**config.mk**
```make
export PLATFORM = sky130hd
export DESIGN_NAME = converter_panel_control
export DESIGN_NICKNAME = d
export VERILOG_FILES = /design/src/rtl/panel_pkg.sv /design/src/rtl/panel_sync.sv /design/src/rtl/panel_tick.sv /design/src/rtl/converter_panel_control.sv
export VERILOG_INCLUDE_DIRS = /design/src /design/src/rtl
export SDC_FILE = /design/constraint.sdc
export NUM_CORES = 1
export LEC_CHECK = 0
export BUFFER_PORTS_ARGS = -buffer_cell sky130_fd_sc_hd__buf_2
export CAP_MARGIN = 10
export CORE_ASPECT_RATIO = 2
export CORE_MARGIN = 2
export CORE_UTILIZATION = 40
export CTS_CLUSTER_DIAMETER = 150
export DETAILED_ROUTE_END_ITERATION = 10
export RECOVER_POWER = 50
export SYNTH_ARGS = -nofsm -noshare
export SYNTH_HDL_FRONTEND = slang
export SYNTH_SLANG_ARGS = --single-unit
```
**constraint.sdc**
```tcl
create_clock -name clk -period 25.8 [get_ports clk]
set_clock_uncertainty 0.05 [all_clocks]
set_input_delay 5.16 -clock clk [delete_from_list [all_inputs] [get_ports clk]]
set_output_delay 5.16 -clock clk [all_outputs]
set_load 0.1 [all_outputs]
```
**src/rtl/panel_defines.svh**
```systemverilog
// timing constants and codes for the converter panel controller
`ifndef PANEL_DEFINES_SVH
`define PANEL_DEFINES_SVH
`define CLK_HZ 100000000
`define CONTACTOR_HOLD_MS 1000
`define KEY_SCAN_HZ 4
`define FLASH_HZ 2
`define STBY_DELAY_MIN_S 16'h0005
`define STBY_DELAY_MAX_S 16'h0384
`define STBY_DELAY_DEF_S 16'h0096
`define CHECK_CYCLES 16'h0010
`define CONTRAST_RESET 8'h80
`endif

```
**src/rtl/panel_pkg.sv**
```systemverilog
// shared types for the converter panel controller
package panel_pkg;
	typedef enum logic [1:0] {ST_CHECK, ST_ALARM, ST_STANDBY, ST_AVAIL} conv_state_t;
	typedef enum logic [2:0] {DM_DEFAULT, DM_VIEW, DM_ALARM, DM_BLACKBOX, DM_POWERLOG, DM_SETUP1, DM_SETUP2} disp_mode_t;
	typedef enum logic [2:0] {PIC_WAIT, PIC_STANDBY, PIC_OPERATION, PIC_NO_INTERLOCK, PIC_ESTOP, PIC_ALARM} status_pic_t;
	typedef struct packed {
		logic view_select_key;
		logic fault_view_key;
		logic settings_key;
		logic arrow_up;
		logic arrow_down;
	} keys_t;
	typedef struct packed {
		logic normal_led;
		logic alarm_led;
		logic settings_key_led;
	} mode_leds_t;
endpackage

```
**src/rtl/panel_sync.sv**
```systemverilog
// two-flop synchroniser for asynchronous panel inputs
`timescale 1ns/10ps
`default_nettype none
module panel_sync #(
	parameter int W = 1
) (
	input wire logic clk,
	input wire logic rst,
	input wire logic [W-1:0] d,
	output logic [W-1:0] q
);
	logic [W-1:0] meta;

	// first stage is read only by the second
	always_ff @(posedge clk or posedge rst) begin
		if (rst) begin
			meta <= '0;
			q <= '0;
		end else begin
			meta <= d;
			q <= meta;
		end
	end
endmodule
`default_nettype wire

```
**src/rtl/panel_tick.sv**
```systemverilog
// free-running divider giving a one-cycle tick at a fixed period
`timescale 1ns/10ps
`default_nettype none
module panel_tick #(
	parameter int PERIOD = 100
) (
	input wire logic clk,
	input wire logic rst,
	output logic tick
);
	logic [31:0] cnt;

	// counter wraps at the period, tick on wrap
	always_ff @(posedge clk or posedge rst) begin
		if (rst) begin
			cnt <= 32'h00000000;
			tick <= 1'b0;
		end else if (cnt >= 32'(PERIOD - 1)) begin
			cnt <= 32'h00000000;
			tick <= 1'b1;
		end else begin
			cnt <= cnt + 32'h00000001;
			tick <= 1'b0;
		end
	end
endmodule
`default_nettype wire

```
**src/rtl/converter_panel_control.sv**
```systemverilog
// operating state, contactor, lamp and keyboard control for the converter panel
// What this block does
// - breaker on: check, standby only if clean
// - emergency stop drops all contactors at once
// - no restart while stopped; show stop picture
// - mains lamp when mains and breaker on
// - lamp test lights all button lamps
// - fault lights error lamp, enters alarm
// - standby start: test, engage, light button
// - contactor held one second ignoring interlock
// - lost interlock: standby after delay, shown
// - standby delay 5 to 900 s, default 150
// - available while any contactor engaged
// - available start engages that outlet, lit
// - every engaged outlet's interlock gone: standby after delay
// - stop releases own outlet only
// - both released: standby immediately
// - mode keys act on release, flash LED
// - arrow held keeps stepping the value
// - keyboard sampled four times per second
// - mode LEDs follow display mode table
// - below range shown as less-than minimum
// - contrast: view key held plus arrow
// - seven modes; default picks status picture
`timescale 1ns/10ps
`default_nettype none
`include "panel_defines.svh"
module converter_panel_control #(
	parameter int HOLD_CYCLES = (`CLK_HZ / 1000) * `CONTACTOR_HOLD_MS,
	parameter int SCAN_CYCLES = `CLK_HZ / `KEY_SCAN_HZ,
	parameter int FLASH_CYCLES = `CLK_HZ / (2 * `FLASH_HZ),
	parameter int SEC_CYCLES = `CLK_HZ,
	parameter int VAL_W = 16
) (
	input wire logic clk,
	input wire logic rst,
	input wire logic breaker_on,
	input wire logic mains_present,
	input wire logic estop,
	input wire logic lamp_test_fitted,
	input wire logic lamp_test_btn,
	input wire logic fault_internal,
	input wire logic fault_external,
	input wire logic [1:0] start_btn,
	input wire logic [1:0] stop_btn,
	input wire logic [1:0] interlock,
	input wire logic selftest_done,
	input wire logic selftest_ok,
	input wire logic [15:0] standby_delay_s,
	input wire panel_pkg::keys_t keys,
	input wire logic picture_shown,
	input wire logic [VAL_W-1:0] param_value,
	input wire logic [VAL_W-1:0] param_min,
	output logic [1:0] contactor,
	output logic [1:0] start_lamp,
	output logic mains_lamp,
	output logic error_lamp,
	output panel_pkg::conv_state_t conv_state,
	output panel_pkg::disp_mode_t disp_mode,
	output panel_pkg::status_pic_t status_pic,
	output panel_pkg::mode_leds_t mode_leds,
	output logic selftest_req,
	output logic [7:0] contrast,
	output logic setting_up,
	output logic setting_down,
	output logic pic_request,
	output logic below_range,
	output logic [VAL_W-1:0] shown_value
);
	// ----------------------------------------
	// input synchronisation
	// ----------------------------------------
	localparam int NSYNC = 17;
	logic [NSYNC-1:0] raw_in;
	logic [NSYNC-1:0] s_in;
	logic s_breaker, s_mains, s_estop, s_ltest, s_fault_int, s_fault_ext, s_fault;
	logic [1:0] s_start, s_stop, s_ilk;
	panel_pkg::keys_t s_keys;
	assign raw_in = {breaker_on, mains_present, estop, lamp_test_btn, fault_internal, fault_external,
		start_btn, stop_btn, interlock, keys};
	panel_sync #(.W(NSYNC)) u_sync (.clk(clk), .rst(rst), .d(raw_in), .q(s_in));
	assign {s_breaker, s_mains, s_estop, s_ltest, s_fault_int, s_fault_ext, s_start, s_stop, s_ilk, s_keys} = s_in;
	// fault sources merged only after both are synchronised, so no gate sees a raw pin
	assign s_fault = s_fault_int | s_fault_ext;

	// ----------------------------------------
	// time bases
	// ----------------------------------------
	logic scan_tick, flash_tick, sec_tick;
	panel_tick #(.PERIOD(SCAN_CYCLES)) u_scan (.clk(clk), .rst(rst), .tick(scan_tick));
	panel_tick #(.PERIOD(FLASH_CYCLES)) u_flash (.clk(clk), .rst(rst), .tick(flash_tick));
	panel_tick #(.PERIOD(SEC_CYCLES)) u_sec (.clk(clk), .rst(rst), .tick(sec_tick));

	// clamp the configured delay into its legal span
	logic [15:0] delay_s;
	always_comb begin
		if (standby_delay_s < `STBY_DELAY_MIN_S)
			delay_s = `STBY_DELAY_MIN_S;
		else if (standby_delay_s > `STBY_DELAY_MAX_S)
			delay_s = `STBY_DELAY_MAX_S;
		else
			delay_s = standby_delay_s;
	end

	// ----------------------------------------
	// edge detection on panel buttons
	// ----------------------------------------
	logic [1:0] start_prev, stop_prev;
	logic [1:0] start_press, stop_press;
	always_ff @(posedge clk or posedge rst) begin
		if (rst) begin
			start_prev <= 2'b00;
			stop_prev <= 2'b00;
		end else begin
			start_prev <= s_start;
			stop_prev <= s_stop;
		end
	end
	assign start_press = s_start & ~start_prev;
	assign stop_press = s_stop & ~stop_prev;

	// ----------------------------------------
	// operating state
	// ----------------------------------------
	logic [1:0] pending; // outlet awaiting self-test
	logic [31:0] hold_cnt;
	logic [15:0] delay_cnt;
	logic [15:0] check_cnt;
	logic ilk_lost;
	// standby delay counts while no engaged outlet has its interlock and the contactor hold has run out
	assign ilk_lost = ((contactor & s_ilk) == 2'b00) && hold_cnt == 32'h00000000;

	always_ff @(posedge clk or posedge rst) begin
		if (rst) begin
			conv_state <= panel_pkg::ST_CHECK;
			contactor <= 2'b00;
			pending <= 2'b00;
			selftest_req <= 1'b0;
			hold_cnt <= 32'h00000000;
			delay_cnt <= 16'h0000;
			check_cnt <= 16'h0000;
		end else if (!s_breaker) begin
			conv_state <= panel_pkg::ST_CHECK;
			contactor <= 2'b00;
			pending <= 2'b00;
			selftest_req <= 1'b0;
			hold_cnt <= 32'h00000000;
			check_cnt <= 16'h0000;
		end else if (s_estop) begin
			contactor <= 2'b00;
			pending <= 2'b00;
			selftest_req <= 1'b0;
			hold_cnt <= 32'h00000000;
			if (conv_state == panel_pkg::ST_AVAIL)
				conv_state <= panel_pkg::ST_STANDBY;
		end else if (s_fault) begin
			conv_state <= panel_pkg::ST_ALARM;
			contactor <= 2'b00;
			pending <= 2'b00;
			selftest_req <= 1'b0;
		end else begin
			if (hold_cnt != 32'h00000000)
				hold_cnt <= hold_cnt - 32'h00000001;
			unique case (conv_state)
				panel_pkg::ST_CHECK: begin
					// power-on check window, fault would divert to alarm above
					if (check_cnt >= `CHECK_CYCLES)
						conv_state <= panel_pkg::ST_STANDBY;
					else
						check_cnt <= check_cnt + 16'h0001;
				end
				panel_pkg::ST_ALARM: begin
					// reset from alarm only by start press once clean
					if (start_press != 2'b00)
						conv_state <= panel_pkg::ST_STANDBY;
				end
				panel_pkg::ST_STANDBY, panel_pkg::ST_AVAIL: begin
					if (pending == 2'b00 && start_press != 2'b00) begin
						pending <= start_press[0] ? 2'b01 : 2'b10;
						selftest_req <= 1'b1;
					end else if (pending != 2'b00 && selftest_done) begin
						selftest_req <= 1'b0;
						pending <= 2'b00;
						if (selftest_ok) begin
							contactor <= contactor | pending;
							conv_state <= panel_pkg::ST_AVAIL;
							hold_cnt <= 32'(HOLD_CYCLES);
							delay_cnt <= 16'h0000;
						end
					end
					if (conv_state == panel_pkg::ST_AVAIL) begin
						if ((contactor & ~stop_press) == 2'b00 && !(pending != 2'b00 && selftest_done && selftest_ok)) begin
							conv_state <= panel_pkg::ST_STANDBY;
							contactor <= 2'b00;
						end else if (!(pending != 2'b00 && selftest_done && selftest_ok))
							contactor <= contactor & ~stop_press;
						if (!ilk_lost)
							delay_cnt <= 16'h0000;
						else if (delay_cnt >= delay_s) begin
							conv_state <= panel_pkg::ST_STANDBY;
							contactor <= 2'b00;
						end else if (sec_tick)
							delay_cnt <= delay_cnt + 16'h0001;
					end
				end
			endcase
		end
	end

	// ----------------------------------------
	// lamps
	// ----------------------------------------
	always_ff @(posedge clk or posedge rst) begin
		if (rst) begin
			mains_lamp <= 1'b0;
			error_lamp <= 1'b0;
			start_lamp <= 2'b00;
		end else begin
			mains_lamp <= s_mains & s_breaker;
			error_lamp <= s_fault;
			if (lamp_test_fitted && s_ltest)
				start_lamp <= 2'b11;
			else
				start_lamp <= contactor;
		end
	end

	// ----------------------------------------
	// keyboard scan, four samples per second
	// ----------------------------------------
	panel_pkg::keys_t ks, ks_prev;
	always_ff @(posedge clk or posedge rst) begin
		if (rst) begin
			ks <= '0;
			ks_prev <= '0;
		end else if (scan_tick) begin
			ks_prev <= ks;
			ks <= s_keys;
		end
	end

	// released keys, one pulse per scan
	logic rel_view, rel_fault, rel_set, rel_up, rel_down, arrows_held, contrast_mode;
	logic scan_d;
	always_ff @(posedge clk or posedge rst) begin
		if (rst)
			scan_d <= 1'b0;
		else
			scan_d <= scan_tick;
	end
	assign rel_view = scan_d & ks_prev.view_select_key & ~ks.view_select_key;
	assign rel_fault = scan_d & ks_prev.fault_view_key & ~ks.fault_view_key;
	assign rel_set = scan_d & ks_prev.settings_key & ~ks.settings_key;
	assign rel_up = scan_d & ks_prev.arrow_up & ~ks.arrow_up;
	assign rel_down = scan_d & ks_prev.arrow_down & ~ks.arrow_down;
	assign arrows_held = ks.arrow_up | ks.arrow_down;
	assign contrast_mode = ks.view_select_key & arrows_held;

	// ----------------------------------------
	// display mode on release
	// ----------------------------------------
	logic mode_change;
	always_ff @(posedge clk or posedge rst) begin
		if (rst) begin
			disp_mode <= panel_pkg::DM_DEFAULT;
			pic_request <= 1'b0;
		end else begin
			pic_request <= 1'b0;
			if (mode_change) begin
				pic_request <= 1'b1;
				if (rel_fault && ks.arrow_up)
					disp_mode <= panel_pkg::DM_BLACKBOX;
				else if (rel_fault && ks.arrow_down)
					disp_mode <= panel_pkg::DM_POWERLOG;
				else if (rel_fault)
					disp_mode <= panel_pkg::DM_ALARM;
				else if (rel_set)
					disp_mode <= (disp_mode == panel_pkg::DM_SETUP1) ? panel_pkg::DM_SETUP2 : panel_pkg::DM_SETUP1;
				else if (rel_view)
					disp_mode <= (disp_mode == panel_pkg::DM_VIEW) ? panel_pkg::DM_DEFAULT : panel_pkg::DM_VIEW;
				else if (disp_mode == panel_pkg::DM_DEFAULT)
					disp_mode <= panel_pkg::DM_VIEW;
			end
		end
	end
	// a view-key release that ended a contrast gesture is not a mode key
	logic contrast_seen;
	always_ff @(posedge clk or posedge rst) begin
		if (rst)
			contrast_seen <= 1'b0;
		else if (contrast_mode)
			contrast_seen <= 1'b1;
		else if (!ks.view_select_key)
			contrast_seen <= 1'b0;
	end
	assign mode_change = (rel_view & ~contrast_seen) | rel_fault | rel_set |
		((rel_up | rel_down) & ~ks.view_select_key & ~contrast_seen &
		disp_mode != panel_pkg::DM_SETUP1 && disp_mode != panel_pkg::DM_SETUP2);

	// ----------------------------------------
	// contrast and setting stepping while held
	// ----------------------------------------
	logic editing;
	assign editing = disp_mode == panel_pkg::DM_SETUP1 || disp_mode == panel_pkg::DM_SETUP2;
	always_ff @(posedge clk or posedge rst) begin
		if (rst) begin
			contrast <= `CONTRAST_RESET;
			setting_up <= 1'b0;
			setting_down <= 1'b0;
		end else begin
			setting_up <= 1'b0;
			setting_down <= 1'b0;
			if (scan_d && contrast_mode) begin
				if (ks.arrow_up && contrast != 8'hFF)
					contrast <= contrast + 8'h01;
				else if (ks.arrow_down && contrast != 8'h00)
					contrast <= contrast - 8'h01;
			end else if (scan_d && editing) begin
				setting_up <= ks.arrow_up;
				setting_down <= ks.arrow_down & ~ks.arrow_up;
			end
		end
	end

	// ----------------------------------------
	// mode LEDs and busy flashing
	// ----------------------------------------
	logic busy, flash;
	always_ff @(posedge clk or posedge rst) begin
		if (rst) begin
			busy <= 1'b0;
			flash <= 1'b0;
		end else begin
			if (mode_change)
				busy <= 1'b1; // set wins over clear
			else if (picture_shown)
				busy <= 1'b0;
			if (flash_tick)
				flash <= ~flash;
		end
	end
	always_comb begin
		mode_leds = '0;
		unique case (disp_mode)
			panel_pkg::DM_DEFAULT, panel_pkg::DM_VIEW: mode_leds.normal_led = 1'b1;
			panel_pkg::DM_ALARM: mode_leds.alarm_led = 1'b1;
			panel_pkg::DM_BLACKBOX: begin
				mode_leds.alarm_led = 1'b1;
				mode_leds.normal_led = 1'b1;
			end
			panel_pkg::DM_POWERLOG: begin
				mode_leds.alarm_led = 1'b1;
				mode_leds.settings_key_led = 1'b1;
			end
			panel_pkg::DM_SETUP1: mode_leds.settings_key_led = 1'b1;
			panel_pkg::DM_SETUP2: mode_leds.settings_key_led = flash;
			default: mode_leds = '0;
		endcase
		if (busy)
			mode_leds.normal_led = flash;
	end

	// ----------------------------------------
	// status picture and value rendering
	// ----------------------------------------
	always_comb begin
		if (s_estop)
			status_pic = panel_pkg::PIC_ESTOP;
		else if (conv_state == panel_pkg::ST_ALARM)
			status_pic = panel_pkg::PIC_ALARM;
		else if (conv_state == panel_pkg::ST_CHECK)
			status_pic = panel_pkg::PIC_WAIT;
		else if (conv_state == panel_pkg::ST_AVAIL && ilk_lost)
			status_pic = panel_pkg::PIC_NO_INTERLOCK;
		else if (conv_state == panel_pkg::ST_AVAIL)
			status_pic = panel_pkg::PIC_OPERATION;
		else
			status_pic = panel_pkg::PIC_STANDBY;
	end
	always_ff @(posedge clk or posedge rst) begin
		if (rst) begin
			below_range <= 1'b0;
			shown_value <= '0;
		end else begin
			below_range <= param_value < param_min;
			shown_value <= (param_value < param_min) ? param_min : param_value;
		end
	end
endmodule
`default_nettype wire

```
==> results of run 1 <==
cell usage in the layout, fill, tap and decap left out, drive strengths merged, types with 5 or more instances in the layout:
cell type | synthesis | routed
a211oi | 5 | 5
a21o | 14 | 14
a21oi | 55 | 55
a22o | 7 | 7
a311oi | 11 | 11
a31oi | 11 | 11
and2 | 20 | 20
and3 | 20 | 20
and4 | 7 | 7
buf | 7 | 118
clkbuf | 23 | 42
conb | 2 | 25
dfrtp | 256 | 256
ha | 45 | 45
inv | 45 | 45
mux2 | 28 | 28
nand2 | 104 | 104
nand2b | 12 | 12
nand3 | 57 | 57
nand4 | 19 | 19
nor2 | 156 | 156
nor2b | 13 | 13
nor3 | 32 | 32
nor4 | 22 | 22
o21ai | 67 | 67
o31ai | 8 | 8
or2 | 6 | 6
or3 | 8 | 8
or4 | 10 | 10
xnor2 | 42 | 42
xor2 | 44 | 44
critical path: stages (launching register included):
cell and delay, ns:
dfrtp_1 0.46, or4_1 0.59, or4_1 0.61, nor4_1 0.66
a21oi_1 0.26, nor3_1 0.22, buf_2 0.47
layer usage:
metal | part of all wire [%] | vias to the layer above
met3 | 4.2 | 69
met1 | 38 | 4568
met2 | 54 | 235
met5 | 0 | -
li1 | - | 4505
met4 | 4.3 | 0
sequential cells by signal (all words and copies together), names as in the netlist, 3 cells and up:
name,count
u_scan.cnt,32
u_sec.cnt,32
ks_prev,5
u_sync.meta,17
u_flash.cnt,32
hold_cnt,32
ks,5
u_sync.q,17
delay_cnt,16
check_cnt,16
contrast,8
shown_value,16
disp_mode,3
cells by family (layout without fill, tap and decap cells):
| kind of cell | Yosys count | count (layout) | synth area share [%] |
|---|---|---|---|
| xor gates and xnor gates | 86 | 86 | 6.177 |
| adders and majority gates | 46 | 46 | 4.781 |
| other | 2 | 25 | 0.06159 |
| buffers and inverters | 76 | 211 | 2.452 |
| AOI/OAI and AO/OA | 215 | 215 | 11.23 |
| muxes | 31 | 31 | 2.832 |
| DFF | 257 | 257 | 52.75 |
| and+or+nand+nor | 494 | 494 | 19.72 |
how the worst max path moves through the flow:
stage / endpoint / cells past startpoint / start
6_report: status_pic[0] / 6 / hold_cnt[19]$_DFFE_PP0P_
4_1_cts: status_pic[0] / 6 / hold_cnt[19]$_DFFE_PP0P_
2_1_floorplan: below_range$_DFF_PP0_ / 1 / rst
5_1_grt: check_cnt[9]$_DFFE_PP0P_ / 3 / rst
3_3_place_gp: delay_cnt[4]$_DFFE_PP0P_ / 15 / standby_delay_s[6]
3_5_place_dp: delay_cnt[3]$_DFFE_PP0P_ / 15 / standby_delay_s[6]
final cells by class:
class / instances / area [sq um] / share of cell area, %
Clock buffer: 34 / 699.4 / 4.994
Clock inverter: 5 / 57.56 / 0.4109
Inverter: 46 / 173.9 / 1.242
Multi-Input combinational cell: 897 / 5549 / 39.62
Sequential cell: 257 / 6432 / 45.93
Tap cell: 368 / 460.4 / 3.287
Timing Repair Buffer: 126 / 633.1 / 4.520
power groups by stage:
stage	clock (mW)	combinational (mW)	sequential (mW)
6_report	0.349	0.346	0.456
5_1_grt	0.376	0.374	0.459
4_1_cts	0.361	0.346	0.456
3_5_place_dp	0	0.345	0.463
3_3_place_gp	0	0.342	0.462
2_1_floorplan	0	0.198	0.541
==> metrics.md, run 1 <==
| Metric | Value |
|---|---|
| Status | finished, violations left |
| Failing checks | max-capacitance violations, max-slew violations |
| Sequential area share after synthesis | 52.75% |
| RSZ-0062 raised after global routing | no |
| Final Setup Violations | 0 |
| Clk sinks | 257 |
| Largest net degree at the start of global routing | between 100 and 150 |
| Worst skew pair latency | 0.55 ns |
| Core Util, Final | 46.58% |
| Total global-route track usage | 17.82% |
| Internal power | 0.7252 mW |
| Final setup slack of the worst path | 16.80 ns |
| Flop and latch count out of synthesis | 257 |
| Worst relative slew slack | -243.1% |
| Final Hold Viols | 0 |
| Final slew viol count | roughly 120 |
| Startpoint types | flip-flop |
| Routed Antenna Nets | 0 |
| Root Buffer | clkbuf_16 |
| Total die area | 31980 sq um |
| Busiest grt layer | met2 |
| First-pass GRT wire length | about 47 mm |
| Post_cts resized | 0 |
| Post-synth top area cell | dfrtp_1 |
| Sw frac | 36.97% |
| Post-route design area | 14010 sq um |
| DP Area | 13280 sq um |
| Placed Cells | 1694 |
| CTS tree | yes |
| Non-filler cells, final | 1733 |
| Syn Inst Count | 1207 |
| Top cells by area, synth | dfrtp_1 (53%), nor2_1 (4.8%), ha_1 (4.6%), nand2_1 (3.2%), xor2_1 (3.2%) |
| Avg Cell Area, Syn | 10.10 sq um |
| Switching pwr | 0.4254 mW |
| Initial antenna violation count | 0 |
| Overall routed net length | 28.29 mm |
| Fin Hold WS | 0.2839 ns |
| Pwr/cell area | 82.15 nW/um^2 |
| Share of layout cells above drive strength 1 | 14.36% |
| WL/cell | approximately 16 microns |
| Met3 GRT Util | around 2.6% |
| Total core area | 30070 sq um |
| Cell Area, Synth | 12190 sq um |
| Ant diodes | 0 |
| Die Height | 250.9 microns |
| Initial DRC count | slightly above 500 |
| Synth warnings | 0 |
| Worst Hold Path EP | u_sync.q[15]$_DFF_PP0_ |
| Die width | 127.5 microns |
| Worst Hold Class | reg2reg |
| Reg2Reg Capture Point | delay_cnt[13]$_DFFE_PP0P_ |
| Filler cell count | 2841 |
| Worst hold start | u_sync.meta[15]$_DFF_PP0_ |
| H-tree levels | 1 |
| HPWL Detailed | between 20 and 25 mm |
| Final #Nets | 1470 |
| Critical path endpoint category | output port |
| R2R setup slack | 21.84 ns |
| Starting Density | 40.56% |
| WP data required | about 21 ns |
| Remaining Overflow, GRT | 0 |
| Hold_buf cts | 0 |
| EDFF count, synth | 0 |
| Max VDD drop | between 0.00007 and 0.00008 V |
| Synth Flop Type | dfrtp_1 |
| Most frequent cell after synthesis | dfrtp_1 |
| Hold path depth | 0 |
| R2R cell count | 10 |
| CTS Buffer Depth | 3 |
| GR met2 Demand/Resource | 33.66% |
| Crit path kind | reg2out |
| Synth unique cells | 66 |
| GRT met1 Usage | between 10% and 20% |
| Arrival @ worst endpoint | 3.79 ns |
| Share of the synthesized area in the top cell type | 52.53% |
| Clock group share of total power | 30.3% |
| Remaining DRCs | 0 |
| DR vias | 9377 |
| I/O pin count | approximately 120 |
| FFs w/ async S/R, synth | 100.0% |
| Reg2reg start | u_sync.q[11]$_DFF_PP0_ |
| Row count | 90 |
| Fmax | 0.1111 GHz |
| Worst slew pin tran | 5.118 ns |
| Pre-CTS WS | 17.06 ns |
| Logic pwr share | 30.1% |
| Max-cap viol count | 1 |
| Vias in the first global route | about 9700 |
| Setup Buffers After CTS | 0 |
| GPL Wtd Cong | 0.8862 |
| Total power | 1.151 mW |
| Final setup TNS | 0 ns |
| Sequential share of power | between 30% and 40% |
| Final Cycle Share | 34.88% |
| Clock Pin Slew Worst Setup and Hold Paths | 0.06 ns |
| Drt via density | 5.411 |
| Top cells by count, synth | dfrtp_1 (256), nor2_1 (156), nand2_1 (104) |
| Leak | 6.240 nW |
| Port Buffers | 116 |
| DRT Pass-1 Iters | 7 |
| CTS Buf Count | 25 |
| Worst-path fanout max | 10 |
| Post-layout min period | 9.000 ns |
| Area Growth Syn to Fin | 14.86% |
(Power assumes the default switching activity.)
==> run 2: changes to the inputs <==
==> constraint.sdc (replaced) <==
create_clock -name clk -period 8.46 [get_ports clk]
set_clock_uncertainty 0.05 [all_clocks]
set_input_delay 1.692 -clock clk [delete_from_list [all_inputs] [get_ports clk]]
set_output_delay 1.692 -clock clk [all_outputs]
set_load 0.1 [all_outputs]
==> run 2 against run 1 <==
Compared with the run above: the flow still finishes with violations (max-capacitance violations, max-slew violations); largest cell class unchanged; highest routed layer unchanged; sequential share of layout area is 0.21 points lower; critical endpoint is now check_cnt[11]$_DFFE_PP0P_; combinational power grew to 3.0 times the previous value; first-iteration DRC count is 1.8% lower; via count is 0.75% lower; clock power grew to 3.3 times the previous value; register-to-register slack worse by 17 ns; critical path depth is 3 lower; sequential power grew to 3.0 times the previous value; design area is 0.46% higher.
==> metrics.md, run 2 (same netlist as run 1, synthesis figures left out) <==
| Metric | Value |
|---|---|
| Post-route design area | 14070 sq um (+0.46%) |
| Worst Hold Class | reg2reg |
| CTS Buf Count | 25 (unchanged) |
| WP data required | 8.18 ns (-12.41 ns) |
| Worst-path fanout max | 153 (+143) |
| DP Area | 13270 sq um (-0.10%) |
| Remaining DRCs | 0 (unchanged) |
| Row count | 90 (unchanged) |
| First-pass GRT wire length | 46.92 mm (+0.46%) |
| Final Hold Viols | 0 (unchanged) |
| Cell family with most CP delay | buffers and inverters |
| Clk sinks | 257 (unchanged) |
| Worst Hold Path EP | u_sync.q[4]$_DFF_PP0_ |
| Sequential Area | 6432 sq um (unchanged) |
| CTS Buffer Depth | 3 (unchanged) |
| Total global-route track usage | 18.02% (+0.19 points) |
| DRT Pass-1 Iters | 4 (-3) |
| Root Buffer | clkbuf_16 |
| Die width | 127.5 microns (unchanged) |
| Placed Cells | 1691 (-0.18%) |
| GPL Wtd Cong | 0.8792 (-0.79%) |
| CP max-delay cell | clkbuf_2 |
| Final Cycle Share | between 60% and 70% |
| Initial DRC count | 494 (-1.8%) |
| Die Height | 250.9 microns (unchanged) |
| Overall routed net length | 28.27 mm (about the same) |
| Share of layout cells above drive strength 1 | 14.91% (+0.55 points) |
| Routed Antenna Nets | 0 (unchanged) |
| CTS tree | yes |
| Pwr/cell area | 254.5 nW/um^2 (+210%) |
| RSZ-0062 raised after global routing | no |
| Max VDD drop | 0.0001971 V (+180%) |
| Total die area | 31980 sq um (unchanged) |
| H-tree levels | 1 (unchanged) |
| Worst hold start | u_sync.meta[4]$_DFF_PP0_ |
| Leak | 6.271 nW (+0.50%) |
| Filler cell count | 2824 (-0.60%) |
| Worst relative slew slack | -151.6% (+91 points) |
| Worst path bufs/invs | 3 (+2) |
| Most frequent cells in the layout | dfrtp_1 (256), nor2_1 (156), buf_2 (112) |
| Remaining Overflow, GRT | 0 (unchanged) |
| Post-layout min period | 5.680 ns |
| Max-cap viol count | 2 (+1) |
| Setup Buffers After CTS | 0 (unchanged) |
| Vias in the first global route | 9683 (-0.15%) |
| Clock Pin Slew Worst Setup and Hold Paths | 0.07 ns (about the same) |
| Hold path depth | 0 (unchanged) |
| Crit path kind | in2async |
| R2R cell count | 8 (-2) |
| Total core area | 30070 sq um (unchanged) |
| Reg2Reg Capture Point | u_scan.cnt[2]$_DFF_PP0_ |
| Critical path endpoint category | asynchronous set/reset pin |
| Final slew viol count | 181 (+52%) |
| Ant diodes | 0 (unchanged) |
| Status | finished, violations left |
| Area Growth Syn to Fin | 15.38% |
| Core Util, Final | 46.80% (+0.21 points) |
| Final #Nets | 1467 (-0.20%) |
| Most common cell after layout, fill and taps aside | dfrtp_1 |
| Post_cts resized | 0 (unchanged) |
| Starting Density | 40.56% (unchanged) |
| Startpoint types | primary input |
| Final setup TNS | 0 ns (unchanged) |
| I/O pin count | 117 (unchanged) |
| Port Buffers | 116 (unchanged) |
| Non-filler cells, final | 1736 (+0.17%) |
| CP peak stage delay | 2.67 ns (+2.01 ns) |
| Fin Hold WS | 0.2978 ns (+0.01391 ns) |
| CP Cell Sequence | buf_2 -> clkinvlp_2 -> clkbuf_2 |
| DR vias | 9307 (-0.75%) |
| HPWL Detailed | 20.48 mm (about the same) |
| R2R setup slack | 4.46 ns (-17.38 ns) |
| Hold_buf cts | 0 (unchanged) |
| Final Setup Violations | 0 (unchanged) |
| Worst skew pair latency | 0.53 ns (-0.02 ns) |
| Reg2reg start | u_scan.cnt[0]$_DFF_PP0_ |
| Worst slew pin tran | 3.774 ns (-1.344 ns) |
| Fmax | ~0.18 GHz |
| Arrival @ worst endpoint | 5.40 ns (+1.61 ns) |
| Initial antenna violation count | 0 (unchanged) |
| Multi-input gate area | 5549 sq um (unchanged) |
| Failing checks | max-capacitance violations, max-slew violations |
| Drt via density | 5.361 (-0.92%) |
| WL/cell | 16.28 microns (-0.23%) |
| Largest net degree at the start of global routing | 154 (+29%) |
==> run 2: cell type report <==
| cell class | instances | share of cell area (%) |
|---|---|---|
| tap | 368 | 3.273 |
| timing repair buffer | 123 | 4.366 |
| multi-input combinational | 897 | 39.44 |
| inverter | 46 | 1.236 |
| clock inverter | 13 | 0.9782 |
| sequential | 257 | 45.72 |
| clock buffer | 32 | 4.989 |
==> run 2: power by group <==
| group | internal, mW | switching, mW | total [mW] |
|---|---|---|---|
| clock | 0.652 | 0.486 | 1.14 |
| combinational | 0.299 | 0.752 | 1.05 |
| sequential | 1.31 | 0.0825 | 1.39 |
| total | 2.26 | 1.32 | 3.58 |
==> run 2: how the worst max path moves through the flow <==
stage	start	end	cells after the start
6_report	rst	check_cnt[11]$_DFFE_PP0P_	3
5_1_grt	rst	check_cnt[11]$_DFFE_PP0P_	3
4_1_cts	hold_cnt[19]$_DFFE_PP0P_	status_pic[0]	6
3_5_place_dp	standby_delay_s[6]	delay_cnt[4]$_DFFE_PP0P_	15
3_3_place_gp	standby_delay_s[6]	delay_cnt[4]$_DFFE_PP0P_	16
2_1_floorplan	hold_cnt[3]$_DFFE_PP0P_	status_pic[0]	6
==> run 2: per-layer routing <==
layer / global-route usage [%] / part of all wire (%)
met1: 19.15 / 37
met2: 34.30 / 55
met3: 2.554 / 3.9
met4: 8.383 / 3.9
met5: 0 / 0
==> run 2: worst register-to-register path, cell delays in order (launching register included) <==
cell,delay [ns]
dfrtp_1,0.40
ha_1,0.23
and4_1,0.29
nand2_1,0.11
a31oi_1,0.17
o21a_1,0.15
nor2_1,0.04
o21ai_0,2.13
nor2_1,0.19
==> run 2: stage by stage <==
step	total power [mW]	setup WS (ns)
after detailed placement	2.462	3.527
final	3.581	2.780
after global routing	3.771	1.770
after global placement	2.451	3.566
after CTS	3.622	2.963
after floorplan	2.255	2.469
